File: src/hw/pbc_regs.vh
/*
  Register offsets, field positions, reset values and timing counts for the
  PHY basic control and status register pair.
  Assumes it is included by bare name from design files; definitions only.
*/
`ifndef PBC_REGS_VH
`define PBC_REGS_VH

// Register indices on the management data interface
`define PBC_ADDR_CONTROL     5'h00
`define PBC_ADDR_STATUS      5'h01

// Control register fields
`define PBC_CTL_RESET_BIT    15
`define PBC_CTL_LOOP_BIT     14
`define PBC_CTL_SPEED_BIT    13
`define PBC_CTL_ANEN_BIT     12
`define PBC_CTL_PDOWN_BIT    11
`define PBC_CTL_RSVD10_BIT   10
`define PBC_CTL_ANRST_BIT    9
`define PBC_CTL_DUPLEX_BIT   8
`define PBC_CTL_COLT_BIT     7

// Control reset value: speed 100 and auto-negotiation on
`define PBC_CTL_RESET_VAL    16'h3000

// Status register fields
`define PBC_STS_CAP_MASK     16'h7800
`define PBC_STS_PREAMB_BIT   6
`define PBC_STS_ANDONE_BIT   5
`define PBC_STS_RFAULT_BIT   4
`define PBC_STS_ANABLE_BIT   3
`define PBC_STS_LINK_BIT     2
`define PBC_STS_JABBER_BIT   1
`define PBC_STS_EXTCAP_BIT   0

// Dead time on the receive path after loopback entry
`define PBC_LOOP_DEAD_NS     560
`define PBC_CLK_PERIOD_NS    4
`define PBC_LOOP_DEAD_CYC    ((`PBC_LOOP_DEAD_NS + `PBC_CLK_PERIOD_NS - 1) / `PBC_CLK_PERIOD_NS)

// Length of the internal reset sequence, in clock cycles
`define PBC_RESET_CYC        16

`endif

File: src/hw/pbc_phy_regs.v
/*
  Basic control and status registers of the PHY unit, reached through the
  management data interface as a register index with read and write
  strobes. Drives PHY control levels from the control register.
  Assumes the management frame engine sits outside and issues one-cycle
  strobes synchronous to clk; PHY condition inputs are synchronous too.
*/
`timescale 1ns/1ps
`default_nettype none
`include "pbc_regs.vh"

// Functional notes
// Registers reached via management data interface
// Reset bit restores defaults, then self-clears
// Reset bit reads one while reset runs
// Loopback routes transmit back, isolates receive
// Loopback entry gives receive dead interval
// Configuration loopback overrides register loopback
// Speed bit picks 100 or 10 manually
// Auto-negotiation enable ignores speed and duplex
// Power-down bit selects low-power state
// Restart bit restarts negotiation, self-clears
// Duplex bit picks full or half manually
// Single-mode duplex forced; loopback ignores duplex
// Collision test echoes transmit enable
// Agent writes zeros to reserved control bits
// Four ability bits read as ones
// Preamble suppression bit reads zero
// Negotiation complete bit follows process
// Remote fault bit reads zero
// Negotiation ability bit reads one
// Link status latches low until read
// Jabber latches high until read
// Extended capability bit reads one
// Latched bits resume tracking after read
module pbc_phy_regs #(
  parameter RESET_CYC  = `PBC_RESET_CYC,
  parameter DEAD_CYC   = `PBC_LOOP_DEAD_CYC,
  parameter FULL_ABLE  = 1,
  parameter HALF_ABLE  = 1
) (
  // Clock and reset
  input  wire        clk,
  input  wire        rst_n,
  // Management data interface register access
  input  wire [4:0]  mgmt_addr,
  input  wire        mgmt_wr,
  input  wire        mgmt_rd,
  input  wire [15:0] mgmt_wdata,
  output reg  [15:0] mgmt_rdata,
  output reg         mgmt_rvalid,
  // Configuration loopback strap
  input  wire        cfg_loopback,
  // PHY conditions
  input  wire        an_complete,
  input  wire        link_up,
  input  wire        jabber,
  input  wire        tx_en,
  // PHY controls
  output reg         phy_loopback,
  output reg         rx_isolate,
  output reg         rx_dead,
  output reg         speed_100,
  output reg         full_duplex,
  output reg         an_enable,
  output reg         an_restart,
  output reg         power_down,
  output reg         col_force,
  output reg         phy_soft_rst
);

  localparam CW = 16;

  // Control storage
  reg [CW-1:0] ctl_r;
  reg [CW-1:0] ctl_nxt;
  reg [7:0]    rst_cnt_r;
  reg [7:0]    rst_cnt_nxt;
  reg [7:0]    dead_cnt_r;
  reg          loop_prev_r;
  reg          rd_stat_r;

  wire         in_reset;
  wire         loop_eff;
  wire         link_ll;
  wire         jab_lh;
  wire [CW-1:0] status_w;

  // Decode one register index
  function hit;
    input [4:0] a;
    input [4:0] b;
    begin
      hit = (a == b);
    end
  endfunction

  assign in_reset = (rst_cnt_r != 8'h00);
  // Strap wins, so a board forced into loopback stays there
  assign loop_eff = cfg_loopback | ctl_r[`PBC_CTL_LOOP_BIT];

  // Control register write and self-clearing bits
  always @* begin
    ctl_nxt     = ctl_r;
    rst_cnt_nxt = rst_cnt_r;
    ctl_nxt[`PBC_CTL_ANRST_BIT] = 1'b0;
    if (in_reset) begin
      rst_cnt_nxt = rst_cnt_r - 8'h01;
      ctl_nxt     = `PBC_CTL_RESET_VAL;
      ctl_nxt[`PBC_CTL_RESET_BIT] = (rst_cnt_r != 8'h01);
    end else if (mgmt_wr && hit(mgmt_addr, `PBC_ADDR_CONTROL)) begin
      ctl_nxt = mgmt_wdata;
      // Reserved bits kept zero whatever the agent sends
      ctl_nxt[`PBC_CTL_RSVD10_BIT] = 1'b0;
      ctl_nxt[6:0] = 7'h00;
      // Defaults go in at once so no control output glitches
      if (mgmt_wdata[`PBC_CTL_RESET_BIT]) begin
        rst_cnt_nxt = RESET_CYC[7:0];
        ctl_nxt     = `PBC_CTL_RESET_VAL;
        ctl_nxt[`PBC_CTL_RESET_BIT] = 1'b1;
      end
      // Single-mode PHY: duplex bit reflects the only mode
      if (FULL_ABLE == 0)
        ctl_nxt[`PBC_CTL_DUPLEX_BIT] = 1'b0;
      else if (HALF_ABLE == 0)
        ctl_nxt[`PBC_CTL_DUPLEX_BIT] = 1'b1;
    end
  end

  always @(posedge clk or negedge rst_n) begin
    if (!rst_n) begin
      ctl_r     <= `PBC_CTL_RESET_VAL;
      rst_cnt_r <= 8'h00;
    end else begin
      ctl_r     <= ctl_nxt;
      rst_cnt_r <= rst_cnt_nxt;
    end
  end

  // Latched link and jabber bits, cleared by a status read
  pbc_latch_bit #(.LATCH_HIGH(0)) u_link (
    .clk      (clk),
    .rst_n    (rst_n),
    .sw_rst   (in_reset),
    .cond     (link_up),
    .rd_pulse (rd_stat_r),
    .val_r    (link_ll)
  );

  pbc_latch_bit #(.LATCH_HIGH(1)) u_jab (
    .clk      (clk),
    .rst_n    (rst_n),
    .sw_rst   (in_reset),
    .cond     (jabber),
    .rd_pulse (rd_stat_r),
    .val_r    (jab_lh)
  );

  // Status word assembly
  assign status_w = `PBC_STS_CAP_MASK
    | {9'h000, 1'b0,
       an_complete & ~in_reset,
       1'b0,
       1'b1,
       link_ll, jab_lh,
       1'b1};

  // Read path; status read clears latches the cycle after data is taken
  always @(posedge clk or negedge rst_n) begin
    if (!rst_n) begin
      mgmt_rdata  <= 16'h0000;
      mgmt_rvalid <= 1'b0;
      rd_stat_r   <= 1'b0;
    end else begin
      mgmt_rvalid <= mgmt_rd;
      rd_stat_r   <= mgmt_rd && hit(mgmt_addr, `PBC_ADDR_STATUS);
      if (mgmt_rd) begin
        if (hit(mgmt_addr, `PBC_ADDR_CONTROL))
          mgmt_rdata <= ctl_r;
        else if (hit(mgmt_addr, `PBC_ADDR_STATUS))
          mgmt_rdata <= status_w; // see R20
        else
          mgmt_rdata <= 16'h0000;
      end
    end
  end

  // Receive dead interval after entering loopback
  always @(posedge clk or negedge rst_n) begin
    if (!rst_n) begin
      loop_prev_r <= 1'b0;
      dead_cnt_r  <= 8'h00;
    end else begin
      loop_prev_r <= loop_eff;
      if (loop_eff && !loop_prev_r)
        dead_cnt_r <= DEAD_CYC[7:0];
      else if (dead_cnt_r != 8'h00)
        dead_cnt_r <= dead_cnt_r - 8'h01;
    end
  end

  // PHY control levels, all registered
  always @(posedge clk or negedge rst_n) begin
    if (!rst_n) begin
      phy_loopback <= 1'b0;
      rx_isolate   <= 1'b0;
      rx_dead      <= 1'b0;
      speed_100    <= 1'b1;
      full_duplex  <= 1'b0;
      an_enable    <= 1'b1;
      an_restart   <= 1'b0;
      power_down   <= 1'b0;
      col_force    <= 1'b0;
      phy_soft_rst <= 1'b0;
    end else begin
      phy_loopback <= loop_eff;
      rx_isolate   <= loop_eff;
      rx_dead      <= (dead_cnt_r != 8'h00) || (loop_eff && !loop_prev_r);
      an_enable    <= ctl_r[`PBC_CTL_ANEN_BIT];
      an_restart   <= ctl_r[`PBC_CTL_ANRST_BIT];
      power_down   <= ctl_r[`PBC_CTL_PDOWN_BIT];
      col_force    <= ctl_r[`PBC_CTL_COLT_BIT] & tx_en;
      phy_soft_rst <= in_reset;
      // Manual speed and duplex only when negotiation is off
      if (!ctl_r[`PBC_CTL_ANEN_BIT]) begin
        speed_100 <= ctl_r[`PBC_CTL_SPEED_BIT]; // see R7
        // Loopback forces full duplex so the bit has no effect
        full_duplex <= loop_eff | ctl_r[`PBC_CTL_DUPLEX_BIT]; // see R11
      end else begin
        speed_100   <= 1'b1;
        full_duplex <= loop_eff;
      end
    end
  end

endmodule // pbc_phy_regs

`default_nettype wire

File: src/hw/pbc_latch_bit.v
/*
  One latched status bit: latching low or latching high, selected by
  a parameter. Holds the caught value until the status register is read.
  Assumes cond is synchronous to clk and rd_pulse is one cycle wide.
*/
`timescale 1ns/1ps
`default_nettype none

module pbc_latch_bit #(
  parameter LATCH_HIGH = 0
) (
  // Clock and reset
  input  wire clk,
  input  wire rst_n,
  input  wire sw_rst,
  // Condition and read strobe
  input  wire cond,
  input  wire rd_pulse,
  // Latched value
  output reg  val_r
);

  reg val_nxt;

  // Event beats the read clear so nothing is lost on the read cycle
  always @* begin
    val_nxt = val_r;
    if (LATCH_HIGH != 0) begin
      if (cond)
        val_nxt = 1'b1;
      else if (rd_pulse)
        val_nxt = 1'b0;
    end else begin
      if (!cond)
        val_nxt = 1'b0;
      else if (rd_pulse)
        val_nxt = 1'b1;
    end
  end

  // Default after reset is zero for both kinds
  always @(posedge clk or negedge rst_n) begin
    if (!rst_n)
      val_r <= 1'b0;
    else if (sw_rst)
      val_r <= 1'b0;
    else
      val_r <= val_nxt; // see R20
  end

endmodule // pbc_latch_bit

`default_nettype wire

File: config.mk
export PLATFORM = sky130hd
export DESIGN_NAME = pbc_phy_regs
export DESIGN_NICKNAME = d
export VERILOG_FILES = /design/src/hw/pbc_phy_regs.v /design/src/hw/pbc_latch_bit.v
export VERILOG_INCLUDE_DIRS = /design/src /design/src/hw
export SDC_FILE = /design/constraint.sdc
export NUM_CORES = 1
export LEC_CHECK = 0
export ABC_AREA = 1
export BUFFER_PORTS_ARGS = -buffer_cell sky130_fd_sc_hd__buf_2
export CAP_MARGIN = 0
export CORE_MARGIN = 3
export CORE_UTILIZATION = 53
export CTS_CLUSTER_DIAMETER = 40
export DETAILED_ROUTE_END_ITERATION = 10
export HOLD_SLACK_MARGIN = 0.1
export PLACE_DENSITY = 0.79
export SLEW_MARGIN = 20
export SYNTH_ARGS = -nofsm -noshare
export SYNTH_HDL_FRONTEND = slang
export SYNTH_HIERARCHICAL = 1
export SYNTH_SLANG_ARGS = --single-unit
File: constraint.sdc
create_clock -name clk -period 1.77 [get_ports clk]
set_clock_uncertainty 0.15 [all_clocks]
set_input_delay 0.177 -clock clk [delete_from_list [all_inputs] [get_ports clk]]
set_output_delay 0.177 -clock clk [all_outputs]
set_load 0.01 [all_outputs]
==> results.rst, run 1 <==
.. list-table::
   :header-rows: 1

   * - Metric
     - Value
   * - Crit Path Category
     - flip-flop to flip-flop
   * - Crit Reg-Reg Startpoint
     - rst_cnt_r[0]
   * - Number of levels the H-tree was split into
     - 2
   * - Unrepaired setup endpoints after global routing
     - false
   * - Top fanout value on the critical path
     - 5
   * - Kind of end point of the critical path
     - flip-flop
   * - Initial detailed-routing violation count
     - 95
   * - Share of the yosys chip area belonging to registers
     - 53.57%
   * - Post-CTS Repair Setup Buffers
     - 0
   * - Arrival time worst endpoint
     - ~1.7 ns
   * - Max Root-Sink Buffers
     - 2
   * - Hold Vio Cnt, Final
     - 0
   * - Die outline height
     - between 70 and 80 um
   * - Number of global-route vias before repair
     - about 1800
   * - Routed length per instance
     - approximately 12 um
   * - Share of total power in the clock network
     - 23.1%
   * - Number of endpoints failing setup at the final stage
     - 0
   * - Final total power
     - 3050 uW
   * - Max-slew violation total from the final report
     - 0
   * - Number of cells upsized or downsized after cts
     - 0
   * - Syn avg cell area
     - 9.014 um2
   * - IO Pins
     - 57
   * - Fraction of the mapped netlist area in adder cells
     - 2.177%
   * - Summed area of non-filler cells in the final layout
     - around 2800 um2
   * - Outcome
     - completed
   * - List of cells traversed by the critical path
     - inv_1, ha_1, nand2_4, clkinv_1, nand2_2, nor2_4, nand2_1, nand2_1
   * - Drc violations
     - 0
   * - Final-layout setup total negative slack
     - 0 ns
   * - Peak supply drop
     - around 550 uV
   * - Total power per unit cell area
     - 1081 nW/um2
   * - Register-to-Register Path Depth
     - 8
   * - Sum of net half-perimeters after detailed placement
     - 3.235 mm
   * - Static power due to leakage
     - approximately 0.0015 uW
   * - Clock tree from TritonCTS
     - yes
   * - Total vias in the final route
     - roughly 1800
   * - Die width
     - 71.86 um
   * - Pin count of the biggest net entering global routing
     - 21
   * - Area of the mapped netlist
     - 2298 um2
   * - Number of nets at the end of the flow
     - 353
   * - Overflow left after global routing
     - 0
   * - Worst hold-check path type
     - input pin to flip-flop
   * - Wire length reported by the detailed router
     - approximately 4.5 mm
   * - TritonRoute pass-1 iters
     - 4
   * - Routed vias/inst
     - 4.876
   * - Number of buffers created by CTS
     - 5
   * - Share of cells above drive strength 1
     - 25.94%
   * - Main combinational cell family by area after synthesis
     - simple AND/OR/NAND/NOR gates
   * - Slack of the worst reg-to-reg path
     - about 0.15 ns
   * - Number of buffers inserted for hold repair after clock tree synthesis
     - 16
   * - Type of origin of the critical path
     - flip-flop
   * - Cell area after placement
     - 2559 um2
   * - Simple-gate area share of the yosys netlist
     - 31.57%
   * - Worst hold start
     - mgmt_addr[4]
   * - Net switching power
     - 1038 uW
   * - Cell row count
     - 23
   * - Reg power frac
     - 48.5%
   * - Hold path depth
     - 4
   * - Sinks on the clock net
     - 49
   * - Comb pwr share
     - between 20 and 30%
   * - Cell repeated most along the worst path
     - nand2_1
   * - Cells after synthesis
     - 255
   * - Core area
     - 4086 um2
   * - Switching Fraction
     - between 30% and 40%
   * - Post-synthesis compound-gate area fraction
     - under 10%
   * - Clock latency of the later-clocked register in the worst-skew pair
     - 0.30 ns
   * - Flop and latch count out of synthesis
     - 49
   * - Largest stage delay, worst path
     - ~0.38 ns
   * - Mux cell area share after synthesis
     - 0%
   * - Antenna diode count
     - 0
   * - Min cycle time layout
     - roughly 1.6 ns
   * - CP Data Required Time
     - approximately 1.8 ns
   * - P_int
     - 2012 uW
   * - Worst Hold Path EP
     - mgmt_rdata[8]
   * - Number of buffer cells added on primary ports
     - 45
   * - Warnings, synthesis
     - 6
   * - Worst hold slack
     - 0.1111 ns
   * - Wire length of the first global-routing pass
     - 7.659 mm
   * - Final critical-path share of the clock period
     - roughly nine tenths
   * - Cell type of the slowest stage on the worst timing path
     - dfrtp_1
   * - P&R area growth vs syn
     - 22.70%
   * - Post-route ant nets
     - 0
   * - Initial antenna violation count
     - 0
   * - Starting density of the core
     - 56.25%
   * - Global placement routability congestion
     - approximately 0.86
   * - Crit-path leading delay family
     - simple AND/OR/NAND/NOR gates
   * - Xor-xnor portion of the synthesized cell area
     - about 1.5%
   * - Area enclosed by the die boundary
     - 5163 um2
   * - Clk pin slew, worst setup/hold paths
     - 0.09 ns
   * - Max Cap Violations
     - 0
   * - Root buffer selected by CTS
     - clkbuf_8
   * - End of the worst register-to-register path
     - ctl_r[14]
   * - Number of buffer and inverter instances along the worst setup path
     - 2
   * - Overall global routing resource usage
     - 18.88%
   * - Synth cell types
     - 32
   * - Maximum clock frequency
     - 615.6 MHz
[logic make-up after synthesis]
kind of cell,Yosys count
compound gates,14
fa+ha+maj,4
buf+inv,37
other cells,1
simple gates,146
xor+xnor,4
flops,49
[layer usage]
| layer | part of all wire [%] | global-route usage (%) |
|---|---|---|
| met5 | 0 | 0 |
| met4 | 1.0 | 5.637 |
| met3 | 3.6 | 4.208 |
| met2 | 52 | 34.90 |
| met1 | 44 | 21.61 |
[worst max-delay path by stage]
stage,from,endpoint,depth (start not counted)
5_1_grt,rst_cnt_r[0],ctl_r[14],8
4_1_cts,rst_cnt_r[0],ctl_r[9],6
6_report,rst_cnt_r[0],ctl_r[14],8
3_5_place_dp,rst_cnt_r[0],ctl_r[9],6
2_1_floorplan,rst_cnt_r[0],ctl_r[14],8
3_3_place_gp,rst_cnt_r[0],ctl_r[9],6
[tightest hold or removal path, delay by kind of cell]
family / cells / cell delay, ns
and+or+nand+nor: 2 / 0.18
AOI/OAI and AO/OA: 1 / 0.09
buffers and inverters: 1 / 0.08
[state kept, by name, indices dropped and copies added, names as in the netlist, 8 cells and up]
register,flops
rst_cnt_r,8
mgmt_rdata,12
dead_cnt_r,8
ctl_r,8
[stage by stage]
step                setup WS [ns]  instances  utilization [%]
floorplan                  0.3195        257                -
global placement           0.1914        346            62.61
detailed placement         0.1527        346            62.61
CTS                        0.1417        370            69.01
global route              0.01055        370            69.01
finish                     0.1455        370            69.01
[synthesized netlist by cell type]
cell      number  area share [%]
nand2_1       63              10
dfrtp_1       45              49
nand3_1       31             6.8
inv_1         26             4.2
nor2_1        26             4.2
nor2_4         6             2.9
o21ai_0        6             1.3
buf_4          5             1.6
nand4_1        5             1.4
dfstp_2        4             4.6
ha_1           4             2.2
or2_2          4             1.1
a21oi_1        3            0.65
nor2_2         3            0.82
buf_2          2            0.44
inv_2          2            0.33
nand2_4        2            0.98
o21bai_1       2            0.65
xnor2_1        2            0.76
xor2_1         2            0.76
a21oi_2        1            0.38
buf_8          1            0.65
clkinv_1       1            0.16
conb_1         1            0.16
nand2_2        1            0.27
nand3_2        1            0.44
nand4_2        1            0.54
nor2_8         1            0.87
nor3_2         1            0.44
nor3b_2        1            0.54
o21ai_1        1            0.22
o31ai_1        1            0.33
[layout make-up]
| class | count | area [um2] |
|---|---|---|
| Clock buffer | 7 | 96.34 |
| Tap cell | 50 | 62.56 |
| Multi-Input combinational cell | 171 | 903.4 |
| Fill cell | 324 | 1266 |
| Timing Repair Buffer | 63 | 412.9 |
| Inverter | 29 | 108.9 |
| Clock inverter | 1 | 5.005 |
| Sequential cell | 49 | 1231 |
[cells in the final DEF (no fill, tap or decap), types with 3 or more instances in the layout]
| cell | n |
|---|---|
| or2_2 | 4 |
| ha_1 | 4 |
| dfrtp_1 | 45 |
| o21ai_0 | 6 |
| nand4_1 | 5 |
| dlygate4sd3_1 | 16 |
| a21oi_1 | 3 |
| nand3_1 | 31 |
| conb_1 | 3 |
| nor2_2 | 3 |
| clkbuf_8 | 7 |
| nor2_4 | 6 |
| buf_2 | 45 |
| dfstp_2 | 4 |
| nor2_1 | 26 |
| inv_1 | 26 |
| nand2_1 | 63 |
[power by group through the flow]
stage	Combinational [uW]	Sequential, uW	Clock [uW]
after detailed placement	849	1500	0
after global routing	1000	1500	765
final	864	1480	706
after global placement	824	1490	0
after CTS	878	1480	727
after floorplan	685	1470	0
Power figures use the tool's default switching activity.
==> inputs of run 2 (changes only) <==
--- a/config.mk
+++ b/config.mk
@@ -9,12 +9,15 @@
 export ABC_AREA = 1
 export BUFFER_PORTS_ARGS = -buffer_cell sky130_fd_sc_hd__buf_2
 export CAP_MARGIN = 0
+export CELL_PAD_IN_SITES_DETAIL_PLACEMENT = 0
+export CELL_PAD_IN_SITES_GLOBAL_PLACEMENT = 1
 export CORE_MARGIN = 3
-export CORE_UTILIZATION = 53
+export CORE_UTILIZATION = 39
 export CTS_CLUSTER_DIAMETER = 40
 export DETAILED_ROUTE_END_ITERATION = 10
+export GPL_ROUTABILITY_DRIVEN = 0
 export HOLD_SLACK_MARGIN = 0.1
-export PLACE_DENSITY = 0.79
+export PLACE_DENSITY = 0.78
 export SLEW_MARGIN = 20
 export SYNTH_ARGS = -nofsm -noshare
 export SYNTH_HDL_FRONTEND = slang
==> run 2 against run 1 <==
Net effect:
- clock-buffer cell count is 2 lower
- fmax is 1.3% higher
- first-iteration DRC count is 1.1% higher
- worst hold slack better by 0.0049 ns
- register-to-register slack better by 0.02 ns
- utilization is 18 points lower
- largest power group unchanged
==> results.rst, run 2 (synthesis gave the netlist of run 1 again) <==
.. list-table::
   :header-rows: 1

   * - Metric
     - Value
   * - Outcome
     - completed
   * - Final-layout setup total negative slack
     - 0 ns
   * - Initial detailed-routing violation count
     - 96
   * - Clk pin slew, worst setup/hold paths
     - 0.10 ns
   * - Kind of end point of the critical path
     - flip-flop
   * - Overall global routing resource usage
     - 16.06%
   * - Peak supply drop
     - between 800 and 900 uV
   * - Max-slew violation total from the final report
     - 0
   * - Number of buffers created by CTS
     - 5
   * - Pin count of the biggest net entering global routing
     - 50
   * - CP Data Required Time
     - ~1.8 ns
   * - Number of nets at the end of the flow
     - between 300 and 400
   * - Largest stage delay, worst path
     - around 0.40 ns
   * - Post-route setup slack
     - roughly 0.17 ns
   * - P&R area growth vs syn
     - 25.64%
   * - Min cycle time layout
     - about 1.6 ns
   * - Starting density of the core
     - 40.99%
   * - Sinks on the clock net
     - 49
   * - Clock latency of the later-clocked register in the worst-skew pair
     - 0.31 ns
   * - Largest reg by FF count
     - mgmt_rdata
   * - Post-CTS Repair Setup Buffers
     - 0
   * - Crit-path leading delay family
     - simple AND/OR/NAND/NOR gates
   * - Max Root-Sink Buffers
     - 2
   * - Placement-stage worst setup slack
     - between 0.15 and 0.2 ns
   * - Area enclosed by the die boundary
     - between 6000 and 7000 um2
   * - Max Cap Violations
     - 0
   * - Clock tree from TritonCTS
     - yes
   * - Worst hold-check path type
     - input pin to flip-flop
   * - Hold Vio Cnt, Final
     - 0
   * - Most frequent standard cell in the layout excluding fill and tap cells
     - nand2_1
   * - Maximum clock frequency
     - 623.5 MHz
   * - Root buffer selected by CTS
     - clkbuf_8
   * - Arrival time worst endpoint
     - 1.67 ns
   * - Die width
     - about 83 um
   * - Number of global-route vias before repair
     - 1777
   * - TritonRoute pass-1 iters
     - 4
   * - Number of buffer cells added on primary ports
     - 45
   * - Total vias in the final route
     - 1802
   * - Post-route ant nets
     - 0
   * - Die outline height
     - 82.77 um
   * - Number of endpoints failing setup at the final stage
     - 0
   * - Unrepaired setup endpoints after global routing
     - false
   * - Core area
     - ~5600 um2
   * - Top Layer Used
     - met4
   * - Summed area of non-filler cells in the final layout
     - 2888 um2
   * - Routed length per instance
     - about 12 um
   * - P_int
     - between 1500 and 2000 uW
   * - Detailed-route wire length on metal 1
     - 2.140 mm
   * - Sum of net half-perimeters after detailed placement
     - between 3 and 4 mm
   * - Share of total power in the clock network
     - 22.4%
   * - Commonest cells after routing, fill and taps aside
     - nand2_1, dfrtp_1, buf_2, nand3_1
   * - Static power due to leakage
     - about 0.0015 uW
   * - Amount of wire on met3 after detailed routing
     - 233 um
   * - Cell row count
     - 27
   * - Reg power frac
     - 48.4%
   * - Net switching power
     - around 1100 uW
   * - Total power per unit cell area
     - around 1100 nW/um2
   * - Type of origin of the critical path
     - flip-flop
   * - Count of filler cells inserted in the layout
     - 548
   * - Area taken by multi-input logic gates
     - ~900 um2
   * - Wire length of the first global-routing pass
     - 8.197 mm
   * - Switching Fraction
     - 35.74%
   * - Cell type of the slowest stage on the worst timing path
     - dfrtp_1
   * - Crit Path Category
     - flip-flop to flip-flop
   * - Flip-flop count of the largest register, all copies and words added
     - 12
   * - Cell repeated most along the worst path
     - nand2_1
   * - Overflow left after global routing
     - 0
   * - Number of levels the H-tree was split into
     - 2
   * - Antenna diode count
     - 0
   * - Comb pwr share
     - 29.3%
   * - Top fanout value on the critical path
     - 16
   * - Total area of sequential cells
     - 1231 um2
   * - Cell area after placement
     - 2594 um2
   * - Wire length reported by the detailed router
     - 4.796 mm
   * - List of cells traversed by the critical path
     - inv_1, ha_1, nand2_4, nor2_8, nand2_1, nand2_1, nor2_1
   * - Drc violations
     - 0
   * - Final critical-path share of the clock period
     - a little over 90%
   * - Share of cells above drive strength 1
     - 25.85%
   * - Number of buffer and inverter instances along the worst setup path
     - 1
   * - Routed vias/inst
     - 4.539
   * - Met2 routed WL
     - 2.377 mm
   * - Initial antenna violation count
     - 0
   * - IO Pins
     - 57
run 2: worst paths after layout:
check                             start            end  slack, ns  cells after the start
max in group asynchronous         rst_n      ctl_r[12]       0.96                      3
setup reg to reg           rst_cnt_r[1]   rst_cnt_r[4]       0.17                      7
setup / recovery           rst_cnt_r[1]   rst_cnt_r[4]       0.17                      7
hold reg to reg                ctl_r[9]     an_restart       0.26                      0
hold / removal             mgmt_addr[0]  mgmt_rdata[8]       0.12                      4
min in group asynchronous         rst_n       ctl_r[7]       0.22                      3
run 2: through the flow:
stage	util, %	power, uW	instances	hold slack (ns)
finish	51.49	3058	397	0.1160
global route	51.49	3343	397	0.1434
CTS	51.49	3112	397	0.1026
detailed placement	46.25	2369	369	0.03192
global placement	46.25	2356	369	0.03512
floorplan	-	2160	257	-0.2686
run 2: final cells by class:
cell class,instances,area share (%)
Clock buffer,5,2.383
Clock inverter,3,0.8666
Inverter,29,3.769
Multi-Input combinational cell,171,31.28
Sequential cell,49,42.63
Tap cell,72,3.120
Timing Repair Buffer,68,15.94
run 2: power groups by stage:
stage	Combinational [uW]	Sequential, uW	Clock (uW)
after floorplan	685	1470	0
after global placement	857	1500	0
after detailed placement	866	1500	0
after CTS	907	1480	724
after global routing	1060	1510	775
final	895	1480	685
run 2: repair_timing:
item / 4_1_cts / 5_1_grt
hold buffers: 20 / 0
endpoints found under the setup margin: 0 / 0
gates resized for setup: 0 / 0
hold endpoints to repair: 74 / 0
run 2: worst reg2reg max path, cell delays in order (launching register included):
cell and delay, ns:
dfrtp_1 0.40, inv_1 0.09, ha_1 0.25, nand2_4 0.11, nor2_8 0.23, nand2_1 0.13, nand2_1 0.10, nor2_1 0.04
run 2: layer usage:
layer	up-vias	track usage, %
met2	36	27.24
li1	932	-
met5	-	0
met3	5	4.536
met1	829	20.25
met4	0	3.922
==> inputs of run 3 (changes only) <==
--- a/config.mk
+++ b/config.mk
@@ -7,17 +7,17 @@
 export NUM_CORES = 1
 export LEC_CHECK = 0
 export ABC_AREA = 1
-export BUFFER_PORTS_ARGS = -buffer_cell sky130_fd_sc_hd__buf_2
 export CAP_MARGIN = 0
 export CELL_PAD_IN_SITES_DETAIL_PLACEMENT = 0
 export CELL_PAD_IN_SITES_GLOBAL_PLACEMENT = 1
 export CORE_MARGIN = 3
-export CORE_UTILIZATION = 39
+export CORE_UTILIZATION = 46
 export CTS_CLUSTER_DIAMETER = 40
 export DETAILED_ROUTE_END_ITERATION = 10
+export DONT_BUFFER_PORTS = 1
 export GPL_ROUTABILITY_DRIVEN = 0
 export HOLD_SLACK_MARGIN = 0.1
-export PLACE_DENSITY = 0.78
+export PLACE_DENSITY = 0.77
 export SLEW_MARGIN = 20
 export SYNTH_ARGS = -nofsm -noshare
 export SYNTH_HDL_FRONTEND = slang
==> run 3 against run 2 <==
Net effect:
- sequential share of layout area rose by 3.4 points
- clock power is 1% higher
- final cell count decreased by 13%
- register-to-register slack barely moved
- highest routed layer unchanged
- utilization is 4.4 points higher
- first-iteration DRC count grew 22%
==> results.rst, run 3 (synthesis gave the netlist of run 1 again) <==
.. list-table::
   :header-rows: 1

   * - Metric
     - Value
   * - Overall global routing resource usage
     - between 10% and 20%
   * - Clk pin slew, worst setup/hold paths
     - 0.09 ns
   * - Pin count of the biggest net entering global routing
     - 50
   * - Final total power
     - 3044 uW
   * - Cell repeated most along the worst path
     - nand2_1
   * - Routed length per instance
     - 12.99 um
   * - Number of nets at the end of the flow
     - between 300 and 400
   * - Final critical-path share of the clock period
     - 91.37%
   * - Commonest cells after routing, fill and taps aside
     - nand2_1, dfrtp_1, nand3_1, inv_1, nor2_1
   * - Sinks on the clock net
     - 49
   * - Static power due to leakage
     - 0.001314 uW
   * - Largest stage delay, worst path
     - around 0.38 ns
   * - Sum of net half-perimeters after detailed placement
     - 3.095 mm
   * - Clock tree from TritonCTS
     - yes
   * - Register-to-Register Path Depth
     - 8
   * - Peak supply drop
     - 612.3 uV
   * - Kind of end point of the critical path
     - flip-flop
   * - Top fanout value on the critical path
     - 5
   * - Flip-flop count of the largest register, all copies and words added
     - 12
   * - Crit Path Category
     - flip-flop to flip-flop
   * - Maximum clock frequency
     - 618.3 MHz
   * - Drc violations
     - 0
   * - Post-route ant nets
     - 0
   * - Arrival time worst endpoint
     - 1.67 ns
   * - Die width
     - 76.69 um
   * - IO Pins
     - 57
   * - Cell row count
     - 25
   * - Number of levels the H-tree was split into
     - 2
   * - Number of endpoints failing setup at the final stage
     - 0
   * - Crit Reg-Reg Startpoint
     - rst_cnt_r[0]
   * - Number of buffers created by CTS
     - 5
   * - Wire length of the first global-routing pass
     - 8.024 mm
   * - P&R area growth vs syn
     - 16.39%
   * - Share of total power in the clock network
     - 22.7%
   * - Total power per unit cell area
     - 1138 nW/um2
   * - Switching Fraction
     - 35.13%
   * - Area enclosed by the die boundary
     - 5881 um2
   * - Number of global-route vias before repair
     - 1640
   * - Initial antenna violation count
     - 0
   * - Antenna diode count
     - 0
   * - Comb pwr share
     - 28.4%
   * - Share of cells above drive strength 1
     - approximately 14%
   * - Largest reg by FF count
     - mgmt_rdata
   * - Wire length reported by the detailed router
     - around 4.5 mm
   * - Max-slew violation total from the final report
     - 0
   * - CP Data Required Time
     - approximately 1.8 ns
   * - Number of buffer cells added on primary ports
     - 0
   * - TritonRoute pass-1 iters
     - 5
   * - Root buffer selected by CTS
     - clkbuf_8
   * - Final-layout setup total negative slack
     - 0 ns
   * - Type of origin of the critical path
     - flip-flop
   * - Overflow left after global routing
     - 0
   * - Count of filler cells inserted in the layout
     - 434
   * - Core area
     - 4786 um2
   * - Outcome
     - completed
   * - P_int
     - 1975 uW
   * - Cell type of the slowest stage on the worst timing path
     - dfrtp_1
   * - Max Root-Sink Buffers
     - 2
   * - Unrepaired setup endpoints after global routing
     - false
   * - Worst hold-check path type
     - input pin to async pin
   * - Initial detailed-routing violation count
     - approximately 120
   * - Die outline height
     - 76.69 um
   * - Net switching power
     - between 1000 and 1500 uW
   * - Max Cap Violations
     - 0
   * - Routed vias/inst
     - approximately 4.8
   * - Clock latency of the later-clocked register in the worst-skew pair
     - 0.30 ns
   * - List of cells traversed by the critical path
     - inv_1, ha_1, nand2_4, clkinv_1, nand2_2, nor2_4, nand2_1, nand2_1
   * - Min cycle time layout
     - 1.617 ns
   * - Crit. Startpoint
     - rst_cnt_r[0]
   * - Most frequent standard cell in the layout excluding fill and tap cells
     - nand2_1
   * - Hold Vio Cnt, Final
     - 0
   * - Reg power frac
     - 48.9%
   * - Starting density of the core
     - 48.03%
   * - Total vias in the final route
     - approximately 1700
==> run 3: final timing paths <==
kind | slack (ns) | endpoint
max in group asynchronous | 0.95 | ctl_r[12]
min reg2reg | 0.24 | an_enable
min | 0.23 | mgmt_rdata[7]
min in group clk | 0.24 | an_enable
max | 0.15 | ctl_r[8]
max reg2reg | 0.15 | ctl_r[8]
==> run 3: routing by layer <==
metal  track usage (%)  routed length (um)  vias to the layer above
met3             3.756                 233                        4
met1             24.18                2153                      772
met2             25.87                2063                       45
li1                  -                   -                      839
met4             6.522                  57                        0
met5                 0                   0                        -
==> run 3: power groups by stage <==
stage / Combinational [uW] / Clock, uW / Sequential (uW)
after floorplan: 685 / 0 / 1470
after global placement: 774 / 0 / 1510
after detailed placement: 786 / 0 / 1510
after CTS: 864 / 721 / 1490
after global routing: 1010 / 774 / 1520
final: 864 / 692 / 1490
==> run 3: worst max-delay path, delay by kind of cell, from the launching register on <==
kind / cells / cell delay [ns]
AND/OR/NAND/NOR: 5 / 0.52
flip-flops: 1 / 0.38
buffers and inverters: 2 / 0.20
adder cells (fa/ha/maj): 1 / 0.26
==> run 3: area by class of cell <==
cell class                      instances  area, um2  area share (%)
Clock buffer                            6      82.58           3.087
Inverter                               29      108.9           4.069
Sequential cell                        49       1231           46.02
Timing Repair Buffer                   23      245.2           9.167
Tap cell                               67      83.83           3.134
Multi-Input combinational cell        171      909.6           34.00
Clock inverter                          2      13.76          0.5145
==> run 3: what timing repair did <==
action / CTS / global route
setup buffers: 0 / 0
hold buffers: 22 / 0
setup endpoints to repair: 0 / 3
hold endpoints to repair: 79 / 0
gates resized for setup: 0 / 1
==> run 3: stage by stage <==
step / utilization, % / hold slack, ns / cell area [um2] / cells / setup WS, ns
5_1_grt: 55.90 / 0.2479 / 2675 / 347 / 0.04365
3_3_place_gp: 48.78 / -0.2674 / 2335 / 317 / 0.2037
3_5_place_dp: 48.78 / -0.2672 / 2335 / 317 / 0.1770
4_1_cts: 55.76 / 0.2435 / 2669 / 347 / 0.1607
6_report: 55.90 / 0.2335 / 2675 / 347 / 0.1527
2_1_floorplan: - / -0.2686 / 2306 / 257 / 0.3195
